**src/rtl/rup_pkg.sv**
```systemverilog
// shared constants for the remote update parameter block
package rup_pkg;

  // ----------------------------------------------------------------
  // parameter selector codes
  // ----------------------------------------------------------------
  localparam logic [2:0] SEL_STATUS   = 3'h0;
  localparam logic [2:0] SEL_WD_VALUE = 3'h2;
  localparam logic [2:0] SEL_WD_EN    = 3'h3;
  localparam logic [2:0] SEL_PAGE     = 3'h4;
  localparam logic [2:0] SEL_CUR_CFG  = 3'h5;

  localparam int PARAM_W  = 12;
  localparam int STATUS_W = 5;
  localparam int PAGE_W   = 3;
  // shift chain: status(5) cur_cfg(1) page(3) wd_en(1) wd_value(12)
  localparam int CHAIN_W  = 22;
  localparam int POS_WDV  = 0;
  localparam int POS_WDE  = 12;
  localparam int POS_PAGE = 13;
  localparam int POS_CFG  = 16;
  localparam int POS_STAT = 17;

  // ----------------------------------------------------------------
  // status cause bits
  // ----------------------------------------------------------------
  localparam int CAUSE_CRC   = 0;
  localparam int CAUSE_STAT  = 1;
  localparam int CAUSE_CORE  = 2;
  localparam int CAUSE_REQ   = 3;
  localparam int CAUSE_WDOG  = 4;

  // ----------------------------------------------------------------
  // reset values
  // ----------------------------------------------------------------
  localparam logic [PAGE_W-1:0]   PAGE_RST_LOCAL  = 3'h1;
  localparam logic [PAGE_W-1:0]   PAGE_RST_REMOTE = 3'h0;
  localparam logic [PARAM_W-1:0]  WDV_RST         = 12'h000;
  localparam logic [STATUS_W-1:0] STATUS_RST      = 5'h00;

  // ----------------------------------------------------------------
  // wishbone register map (byte addresses)
  // ----------------------------------------------------------------
  localparam logic [7:0] REG_CTRL   = 8'h00; // [0] read strobe [1] write strobe [4:2] sel
  localparam logic [7:0] REG_WDATA  = 8'h04;
  localparam logic [7:0] REG_RDATA  = 8'h08;
  localparam logic [7:0] REG_STAT   = 8'h0C; // [0] busy [1] cur_cfg
  localparam logic [7:0] REG_IRQ    = 8'h10; // [0] done [1] reconfig started
  localparam logic [7:0] REG_MASK   = 8'h14;
  localparam logic [7:0] REG_KICK   = 8'h18; // [0] wd reset level [1] reconfig level
  localparam int IRQ_W = 2;

  // watchdog prescale: one tick per 1 us at 50 MHz
  localparam int CLK_MHZ     = 50;
  localparam int WD_TICK_NS  = 1000;
  localparam int WD_TICK_CYC = WD_TICK_NS * CLK_MHZ / 1000;

  typedef enum logic [1:0] {
    RUP_IDLE  = 2'b00,
    RUP_CAPT  = 2'b01,
    RUP_SHIFT = 2'b10,
    RUP_UPDT  = 2'b11
  } rup_state_t;

endpackage

```
**src/rtl/rup_core.sv**
```systemverilog
// serial shift/capture/update core holding the configuration registers
`timescale 1ns/1ps
module rup_core #(
  parameter bit LOCAL_MODE = 1'b1
) (
  // clock and reset
  input  wire logic       clk_i,
  input  wire logic       rst_n_i,
  // serial port
  input  wire logic       shift_i,
  input  wire logic       capt_n_updt_i,
  input  wire logic       ser_in_i,
  output logic            ser_out_o,
  // controls and state
  input  wire logic       wd_reset_i,
  input  wire logic       reconfig_i,
  input  wire logic [4:0] err_cause_i,
  input  wire logic       is_app_i,
  output logic [2:0]      page_o,
  output logic            reconfig_start_o
);

  logic [rup_pkg::CHAIN_W-1:0]  chain_r, chain_nxt;
  logic [rup_pkg::PARAM_W-1:0]  wdv_r, wdv_nxt;
  logic                         wde_r, wde_nxt;
  logic [rup_pkg::PAGE_W-1:0]   page_r, page_nxt;
  logic [rup_pkg::STATUS_W-1:0] stat_r, stat_nxt;
  logic [rup_pkg::PARAM_W-1:0]  wdcnt_r, wdcnt_nxt;
  logic [5:0]                   pre_r, pre_nxt;
  logic                         req_d_r, req_d_nxt;
  logic                         start;

  always_comb begin
    chain_nxt = chain_r;
    wdv_nxt   = wdv_r;
    wde_nxt   = wde_r;
    page_nxt  = page_r;
    stat_nxt  = stat_r | err_cause_i;
    pre_nxt   = pre_r;
    wdcnt_nxt = wdcnt_r;
    req_d_nxt = reconfig_i;
    start     = reconfig_i & ~req_d_r;
    if (shift_i) begin
      chain_nxt = {ser_in_i, chain_r[rup_pkg::CHAIN_W-1:1]};
    end else if (capt_n_updt_i) begin
      chain_nxt = {stat_r, is_app_i, page_r, wde_r, wdv_r};
    end else if (!is_app_i) begin
      // update only takes effect in the factory image
      wdv_nxt  = chain_r[rup_pkg::POS_WDV +: rup_pkg::PARAM_W];
      wde_nxt  = chain_r[rup_pkg::POS_WDE];
      page_nxt = chain_r[rup_pkg::POS_PAGE +: rup_pkg::PAGE_W];
    end
    // watchdog counts in microsecond ticks while enabled in an application
    if (wd_reset_i || !wde_r || !is_app_i) begin
      wdcnt_nxt = '0;
      pre_nxt   = '0;
    end else if (pre_r == 6'(rup_pkg::WD_TICK_CYC - 1)) begin
      pre_nxt = '0;
      if (wdcnt_r == wdv_r) begin
        stat_nxt[rup_pkg::CAUSE_WDOG] = 1'b1;
        start = 1'b1;
      end else begin
        wdcnt_nxt = wdcnt_r + 12'h001;
      end
    end else begin
      pre_nxt = pre_r + 6'h01;
    end
  end

  always_ff @(posedge clk_i or negedge rst_n_i) begin
    if (!rst_n_i) begin
      chain_r <= '0;
      wdv_r   <= rup_pkg::WDV_RST;
      wde_r   <= 1'b0;
      page_r  <= LOCAL_MODE ? rup_pkg::PAGE_RST_LOCAL : rup_pkg::PAGE_RST_REMOTE;
      stat_r  <= rup_pkg::STATUS_RST;
      wdcnt_r <= '0;
      pre_r   <= '0;
      req_d_r <= 1'b0;
      reconfig_start_o <= 1'b0;
    end else begin
      chain_r <= chain_nxt;
      wdv_r   <= wdv_nxt;
      wde_r   <= wde_nxt;
      page_r  <= page_nxt;
      stat_r  <= stat_nxt;
      wdcnt_r <= wdcnt_nxt;
      pre_r   <= pre_nxt;
      req_d_r <= req_d_nxt;
      reconfig_start_o <= start;
    end
  end

  assign ser_out_o = chain_r[0];
  assign page_o    = page_r;

endmodule

```
**src/rtl/rup_top.sv**
```systemverilog
// remote update parameter block: wishbone slave, parameter sequencer, irq
//
// Implementation choices: the Wishbone slave port and the register offsets.
`timescale 1ns/1ps
module rup_top #(
  parameter bit LOCAL_MODE = 1'b1
) (
  // clock and reset
  input  wire logic        clk_i,
  input  wire logic        rst_n_i,
  // wishbone slave
  input  wire logic        wb_cyc_i,
  input  wire logic        wb_stb_i,
  input  wire logic        wb_we_i,
  input  wire logic [7:0]  wb_adr_i,
  input  wire logic [3:0]  wb_sel_i,
  input  wire logic [31:0] wb_dat_i,
  output logic [31:0]      wb_dat_o,
  output logic             wb_ack_o,
  // device state
  input  wire logic [4:0]  err_cause_i,
  input  wire logic        factory_or_application_flag_i,
  // pins and events
  output logic [2:0]       page_o,
  output logic             reconfig_start_o,
  output logic             irq_o
);

  // ----------------------------------------------------------------
  // register state
  // ----------------------------------------------------------------
  logic [2:0]                  psel_r, psel_nxt;
  logic [rup_pkg::PARAM_W-1:0] wdata_r, wdata_nxt;
  logic [rup_pkg::PARAM_W-1:0] rdata_r, rdata_nxt;
  logic [1:0]                  kick_r, kick_nxt;
  logic [rup_pkg::IRQ_W-1:0]   irq_r, irq_nxt;
  logic [rup_pkg::IRQ_W-1:0]   mask_r, mask_nxt;
  logic                        ack_r, ack_nxt;
  logic [31:0]                 dat_r, dat_nxt;

  // ----------------------------------------------------------------
  // sequencer state
  // ----------------------------------------------------------------
  rup_pkg::rup_state_t         st_r, st_nxt;
  logic [4:0]                  cnt_r, cnt_nxt;
  logic                        is_rd_r, is_rd_nxt;
  logic [rup_pkg::CHAIN_W-1:0] img_r, img_nxt;
  logic                        shift, capt, ser_in, ser_out, done;
  logic [2:0]                  page_w;
  logic                        start_w;

  wire busy    = (st_r != rup_pkg::RUP_IDLE);
  wire acc     = wb_cyc_i & wb_stb_i & ~ack_r;
  wire wr      = acc & wb_we_i;
  wire is_app  = factory_or_application_flag_i;

  // ----------------------------------------------------------------
  // serial core
  // ----------------------------------------------------------------
  rup_core #(
    .LOCAL_MODE (LOCAL_MODE)
  ) u_core (
    .clk_i            (clk_i),
    .rst_n_i          (rst_n_i),
    .shift_i          (shift),
    .capt_n_updt_i    (capt),
    .ser_in_i         (ser_in),
    .ser_out_o        (ser_out),
    .wd_reset_i       (kick_r[0]),
    .reconfig_i       (kick_r[1] & ~busy),
    .err_cause_i      (err_cause_i),
    .is_app_i         (is_app),
    .page_o           (page_w),
    .reconfig_start_o (start_w)
  );

  // ----------------------------------------------------------------
  // parameter sequencer: capture, shift chain out, optionally update
  // ----------------------------------------------------------------
  always_comb begin
    st_nxt    = st_r;
    cnt_nxt   = cnt_r;
    is_rd_nxt = is_rd_r;
    img_nxt   = img_r;
    rdata_nxt = rdata_r;
    shift     = 1'b0;
    // idle keeps capturing, so only a write's finish cycle can update the registers
    capt      = 1'b1;
    ser_in    = 1'b0;
    done      = 1'b0;
    case (st_r)
      rup_pkg::RUP_IDLE: begin
        if (wr && wb_adr_i == rup_pkg::REG_CTRL && wb_sel_i[0] && |wb_dat_i[1:0]) begin
          is_rd_nxt = wb_dat_i[0];
          st_nxt    = rup_pkg::RUP_CAPT;
        end
      end
      rup_pkg::RUP_CAPT: begin
        capt    = 1'b1;
        cnt_nxt = '0;
        st_nxt  = rup_pkg::RUP_SHIFT;
      end
      rup_pkg::RUP_SHIFT: begin
        shift   = 1'b1;
        // rotate the captured image back in; a write to wd_value, wd_en or page swaps in its own field bits
        ser_in  = ser_out;
        if (!is_rd_r && psel_r == rup_pkg::SEL_WD_VALUE) begin
          if (cnt_r < 5'(rup_pkg::POS_WDV + rup_pkg::PARAM_W)) begin
            ser_in = wdata_r[4'(cnt_r - 5'(rup_pkg::POS_WDV))];
          end
        end else if (!is_rd_r && psel_r == rup_pkg::SEL_WD_EN) begin
          if (cnt_r == 5'(rup_pkg::POS_WDE)) begin
            ser_in = wdata_r[0];
          end
        end else if (!is_rd_r && psel_r == rup_pkg::SEL_PAGE) begin
          if (cnt_r >= 5'(rup_pkg::POS_PAGE) && cnt_r < 5'(rup_pkg::POS_CFG)) begin
            ser_in = wdata_r[2'(cnt_r - 5'(rup_pkg::POS_PAGE))];
          end
        end
        img_nxt = {ser_out, img_r[rup_pkg::CHAIN_W-1:1]};
        cnt_nxt = cnt_r + 5'h01;
        if (cnt_r == 5'(rup_pkg::CHAIN_W - 1)) begin
          st_nxt = rup_pkg::RUP_UPDT;
        end
      end
      default: begin
        // img_r now holds the captured chain
        st_nxt = rup_pkg::RUP_IDLE;
        done   = 1'b1;
        if (is_rd_r) begin
          if (psel_r == rup_pkg::SEL_STATUS) begin
            rdata_nxt = {7'h00, img_r[rup_pkg::POS_STAT +: 5]};
          end else if (psel_r == rup_pkg::SEL_WD_VALUE) begin
            rdata_nxt = img_r[rup_pkg::POS_WDV +: 12];
          end else if (psel_r == rup_pkg::SEL_WD_EN) begin
            rdata_nxt = {11'h000, img_r[rup_pkg::POS_WDE]};
          end else if (psel_r == rup_pkg::SEL_PAGE) begin
            rdata_nxt = {9'h000, img_r[rup_pkg::POS_PAGE +: 3]};
          end else if (psel_r == rup_pkg::SEL_CUR_CFG) begin
            rdata_nxt = {11'h000, img_r[rup_pkg::POS_CFG]};
          end else begin
            rdata_nxt = '0;
          end
        end else begin
          // write: shift and capture both low commit the patched chain (factory image only)
          capt = 1'b0;
        end
      end
    endcase
  end

  // ----------------------------------------------------------------
  // wishbone slave and interrupt
  // ----------------------------------------------------------------
  always_comb begin
    psel_nxt  = psel_r;
    wdata_nxt = wdata_r;
    kick_nxt  = kick_r;
    mask_nxt  = mask_r;
    irq_nxt   = irq_r;
    ack_nxt   = acc;
    dat_nxt   = dat_r;
    if (wr && !busy) begin
      if (wb_adr_i == rup_pkg::REG_CTRL && wb_sel_i[0]) begin
        psel_nxt = wb_dat_i[4:2];
      end else if (wb_adr_i == rup_pkg::REG_WDATA && wb_sel_i[1:0] == 2'b11) begin
        wdata_nxt = wb_dat_i[11:0];
      end
    end
    if (wr) begin
      if (wb_adr_i == rup_pkg::REG_IRQ && wb_sel_i[0]) begin
        irq_nxt = irq_r & ~wb_dat_i[rup_pkg::IRQ_W-1:0];
      end else if (wb_adr_i == rup_pkg::REG_MASK && wb_sel_i[0]) begin
        mask_nxt = wb_dat_i[rup_pkg::IRQ_W-1:0];
      end else if (wb_adr_i == rup_pkg::REG_KICK && wb_sel_i[0]) begin
        kick_nxt = wb_dat_i[1:0];
      end
    end
    // set wins over a clear in the same cycle
    irq_nxt = irq_nxt | {start_w, done};
    if (acc && !wb_we_i) begin
      if (wb_adr_i == rup_pkg::REG_CTRL) begin
        dat_nxt = {27'h0, psel_r, 2'b00};
      end else if (wb_adr_i == rup_pkg::REG_WDATA) begin
        dat_nxt = {20'h0, wdata_r};
      end else if (wb_adr_i == rup_pkg::REG_RDATA) begin
        dat_nxt = {20'h0, rdata_r};
      end else if (wb_adr_i == rup_pkg::REG_STAT) begin
        dat_nxt = {30'h0, is_app, busy};
      end else if (wb_adr_i == rup_pkg::REG_IRQ) begin
        dat_nxt = {30'h0, irq_r};
      end else if (wb_adr_i == rup_pkg::REG_MASK) begin
        dat_nxt = {30'h0, mask_r};
      end else if (wb_adr_i == rup_pkg::REG_KICK) begin
        dat_nxt = {30'h0, kick_r};
      end else begin
        dat_nxt = '0;
      end
    end
  end

  always_ff @(posedge clk_i or negedge rst_n_i) begin
    if (!rst_n_i) begin
      st_r    <= rup_pkg::RUP_IDLE;
      cnt_r   <= '0;
      is_rd_r <= 1'b0;
      img_r   <= '0;
      rdata_r <= '0;
      psel_r  <= '0;
      wdata_r <= '0;
      kick_r  <= '0;
      mask_r  <= '0;
      irq_r   <= '0;
      ack_r   <= 1'b0;
      dat_r   <= '0;
    end else begin
      st_r    <= st_nxt;
      cnt_r   <= cnt_nxt;
      is_rd_r <= is_rd_nxt;
      img_r   <= img_nxt;
      rdata_r <= rdata_nxt;
      psel_r  <= psel_nxt;
      wdata_r <= wdata_nxt;
      kick_r  <= kick_nxt;
      mask_r  <= mask_nxt;
      irq_r   <= irq_nxt;
      ack_r   <= ack_nxt;
      dat_r   <= dat_nxt;
    end
  end

  assign wb_ack_o         = ack_r;
  assign wb_dat_o         = dat_r;
  assign page_o           = page_w;
  assign reconfig_start_o = start_w;
  assign irq_o            = |(irq_r & mask_r);

endmodule

```
**config.mk**
```make
export PLATFORM = sky130hd
export DESIGN_NAME = rup_top
export DESIGN_NICKNAME = d
export VERILOG_FILES = /design/src/rtl/rup_pkg.sv /design/src/rtl/rup_core.sv /design/src/rtl/rup_top.sv
export SDC_FILE = /design/constraint.sdc
export NUM_CORES = 1
export LEC_CHECK = 0
export ABC_CLOCK_PERIOD_IN_PS = 2100
export BUFFER_PORTS_ARGS = -buffer_cell sky130_fd_sc_hd__buf_4
export CAP_MARGIN = 30
export CORE_MARGIN = 2
export CORE_UTILIZATION = 58
export DETAILED_ROUTE_END_ITERATION = 6
export GPL_TIMING_DRIVEN = 0
export PLACE_DENSITY = 0.81
export REMOVE_ABC_BUFFERS = 1
export SYNTH_ARGS = -nofsm -noshare
export SYNTH_HDL_FRONTEND = slang
export SYNTH_SLANG_ARGS = --single-unit
export TNS_END_PERCENT = 50
```
**constraint.sdc**
```tcl
create_clock -name clk_i -period 2.1 [get_ports clk_i]
set_input_delay 0.21 -clock clk_i [delete_from_list [all_inputs] [get_ports clk_i]]
set_output_delay 0.21 -clock clk_i [all_outputs]
set_load 0.03 [all_outputs]
```
==> results.txt <==
The sequential cells in the finished layout cover a total of 3480 µm². On the final layout, the worst hold slack is 0.0187 ns. The routed wire length per instance is 18.2 µm, and the clock latency of the later-clocked register in the worst-skew pair is 0.42 ns. After clock tree synthesis, the clock-pin slew on the worst setup and hold paths is 0.06 ns.

Walking the worst path, the cells encountered are inv_1 > ha_4 > buf_12 > and2_1 > or4b_1 > nand3_1. After synthesis, the mean cell area works out to 11.0 µm². The critical path data required time came out at 2.44 ns. Ranked by instance count, the synthesized netlist is headed by sky130_fd_sc_hd__dfrtp_1 (138), sky130_fd_sc_hd__nand2_1 (67), sky130_fd_sc_hd__o21ai_0 (50). Counting I/O delays and the setup requirement, the final critical path takes 1.99 ns.

The critical path contains buffers and inverters numbering 2 combined. The initial core utilization was 0.593; the number of synthesis warnings was 0. For the number of filler cells placed in the layout, the log shows 816. In the post-synthesis netlist, the cell with the most instances is sky130_fd_sc_hd__dfrtp_1. The logs give 108 for the pin count of the biggest net entering global routing and 0 for the global-route congestion overflow total. The die outline height was 112 µm. The run gives 3.48 nW as the standby leakage power. For the number of buffers on the longest clock path, the log shows 2.

The share of the yosys chip area belonging to registers is 0.514, and the number of enable-type register cells in the synthesized netlist is 0. The cell family contributing the most delay on the critical path is simple AND/OR/NAND/NOR gates. For this run, the leading register cell type out of synthesis is sky130_fd_sc_hd__dfrtp_1. The largest single stage delay on the critical path is 0.53 ns.

The final antenna diode count was 0. The run gives 684 µV as the maximum ir drop on the vdd rail. Counting every instance in the synthesized netlist gives 616.

The ratio of total power to cell area came out at 762 nW/µm². The final hold violation count is 0, and the post-detailed-routing wire length is 14.9 mm. The worst setup path is of the reg -> reg kind. The cell sitting at the root of the clock tree is a sky130_fd_sc_hd__clkbuf_16. Post-route clock period utilization: 0.946. After the first detailed-routing iteration, the DRC count stood at 510. Summing every instance area after synthesis gives 6770 µm².

The share of layout cells above drive strength 1 was 0.234. Before antenna repair, the detailed router went through 5 iterations. The tightest min-delay check is of the in -> reg type. For this run, the top clock speed supported by timing is 0.503 GHz.

The synthesized design spends more area on one cell type than any other, namely sky130_fd_sc_hd__dfrtp_1. Setup violations remaining at the end of the flow were counted as 0. The post-route DRC violation count is 0. The tools report the category of the worst setup path launch point as a flop.

For the H-tree depth, the log shows 4. The run finished with clean final reports. CTS saw 139 sinks. The number of global-route vias before repair came out at 4944. For this block, the via count after detailed routing is 4923. The max-slew headroom at the worst pin is 0.527, and the number of different library cells in the post-synthesis netlist is 59. Across the routed clock network, the largest skew measured is 0.00987 ns.

The total of max-cap violations was 0. The die covers 12600 µm². Counting flops and latches in the post-synthesis netlist gives 139.

The logs give 0 for the max-slew violation count and 0 for the remaining antenna violation count. The number of top-level pins was 93; the first-pass GRT wire length was 24.6 mm. The die is 112 µm wide. After synthesis, the cell types taking the most area are sky130_fd_sc_hd__dfrtp_1 (51%), sky130_fd_sc_hd__mux2_2 (7.6%), sky130_fd_sc_hd__mux2i_1 (4.4%), sky130_fd_sc_hd__nand2_1 (3.7%), sky130_fd_sc_hd__o21ai_0 (3.7%). Synthesis-to-finish area growth: 17.1%. The multi-input combinational cells in the finished layout cover a total of 3080 µm². TritonCTS built the clock tree. The count of buffers added on input and output ports is 50.

The logs give 17 for the TritonCTS buffer count and 39 for the number of core rows. The proportion of synthesized flip-flops having asynchronous set or reset works out to 1.00. STA classifies the critical path endpoint as a flop. Routability-driven placement finished with a final weighted congestion of 0.886.

For the area of the core, the log shows 11400 µm². The pin slew with the least headroom to its limit was 0.709 ns. The slowest stage of the critical path is the sky130_fd_sc_hd__or4b_1 cell.

For the placed wire-length estimate, the log shows 9.72 mm. The share of the synthesized area in the top cell type works out to 0.510. For the final sum of negative setup slack, the log shows 0 ns.

Layout net count: 727. The global-route usage over all layers came out at 0.245. The tools report the initial antenna violation count as 0. Along the worst path, the maximum fanout reaches 40. Data on the critical path arrives at its endpoint at 2.33 ns. The detail-routed via count per cell came out at 6.02.
through the flow:
| stage | power, mW | area (µm²) | setup slack (ns) | std cells | utilization |
|---|---|---|---|---|---|
| after CTS | 6.09 | 7890 | -0.00724 | 817 | 0.691 |
| after floorplan | 2.85 | 6530 | -1.24 | 579 | - |
| after detailed placement | 2.99 | 7150 | -0.825 | 774 | 0.626 |
| after global placement | 2.98 | 7090 | -2.11 | 772 | 0.621 |
| final | 6.05 | 7930 | 0.114 | 818 | 0.695 |
| after global routing | 6.22 | 7930 | -0.00192 | 818 | 0.695 |
where the power goes:
| group | switching (mW) | internal, mW | leakage, nW |
|---|---|---|---|
| registers | 0.0176 | 2.69 | 1.82 |
| logic | 0.163 | 0.0799 | 1.37 |
| clock network | 1.11 | 1.98 | 0.290 |
layer usage:
metal,track usage,vias to the layer above,share of wire
li1,-,2269,-
met1,0.318,2426,0.42
met2,0.406,191,0.51
met3,0.0605,37,0.054
met4,0.0927,0,0.023
met5,0,-,0
kinds of logic (layout without fill, tap and decap cells):
kind of cell	Yosys count	in the layout	share of synthesized area
other	1	20	0.000554
buffers and inverters	70	108	0.0541
adders and majority gates	9	9	0.0166
xor gates and xnor gates	16	16	0.0207
and+or+nand+nor	176	178	0.136
AOI/OAI and AO/OA	116	116	0.110
muxes	89	89	0.147
DFF	139	139	0.514
state kept, by name (all words and copies together), names as in the netlist, 6 cells and up:
signal and count:
img_r 22, u_core.chain_r 22, rdata_r 12, u_core.wdcnt_r 12, u_core.wdv_r 12, wb_dat_o 12
wdata_r 12, u_core.pre_r 6
path summary, 6_finish.rpt:
path / end / cells after the start / slack [ns] / start
min in group asynchronous: u_core.wdcnt_r[7]$_DFFE_PN0P_ / 2 / 0.25 / rst_n_i
max in group asynchronous: kick_r[1]$_DFFE_PN0P_ / 3 / 1.02 / rst_n_i
worst max-delay path: st_r[0]$_DFFE_PN0P_ / 6 / 0.11 / st_r[0]$_DFFE_PN0P_
worst min-delay path: psel_r[1]$_DFFE_PN0P_ / 3 / 0.02 / wb_dat_i[3]
worst min register to register: u_core.reconfig_start_o$_DFF_PN0_ / 1 / 0.43 / u_core.req_d_r$_DFF_PN0_
worst max register to register: st_r[0]$_DFFE_PN0P_ / 6 / 0.11 / st_r[0]$_DFFE_PN0P_
what timing repair did:
action | 4_1_cts | 5_1_grt
pin swaps | 1 | 1
gates resized for setup | 4 | 6
cloned | 1 | 1
hold endpoints to repair | 37 | 0
hold buffers | 6 | 0
setup buffers | 5 | 0
setup endpoints to repair | 46 | 45
layout by cell type (no fill, tap or decap), drive strengths merged, types with 3 or more instances in the layout:
cell type    synthesis  layout
dfrtp              138     138
nand2               68      68
buf                 33      57
mux2                56      56
o21ai               55      55
mux2i               30      30
nor2                21      21
conb                 1      20
clkbuf              23      20
nand3               18      18
xnor2               15      15
a21oi               15      15
inv                 14      14
a22o                11      11
nor2b                9      10
ha                   9       9
nor4                 8       9
nand4                7       7
and3                 7       7
a22oi                7       7
nor3                 6       6
or4                  6       6
or3                  6       6
dlygate4sd3          0       6
or2                  5       5
o31ai                5       5
clkinv               0       5
o211ai               4       4
bufinv               0       4
nand4b               3       3
nand2b               3       3
a21o                 3       3
mux4                 3       3
a32oi                3       3
layout make-up:
type | instances | share of cell area
multi-input cells | 428 | 0.388
clock inverters | 11 | 0.0216
inverters | 14 | 0.00662
well taps | 143 | 0.0226
repair buffers | 63 | 0.0677
clock buffers | 20 | 0.0550
flip-flops and latches | 139 | 0.439
worst register-to-register path, delay by kind of cell, from the launching register on:
kind	cells	cell delay (ns)
fa+ha+maj	1	0.31
simple gates	3	0.83
flops	1	0.42
buf+inv	2	0.35
(Power assumes the default switching activity.)
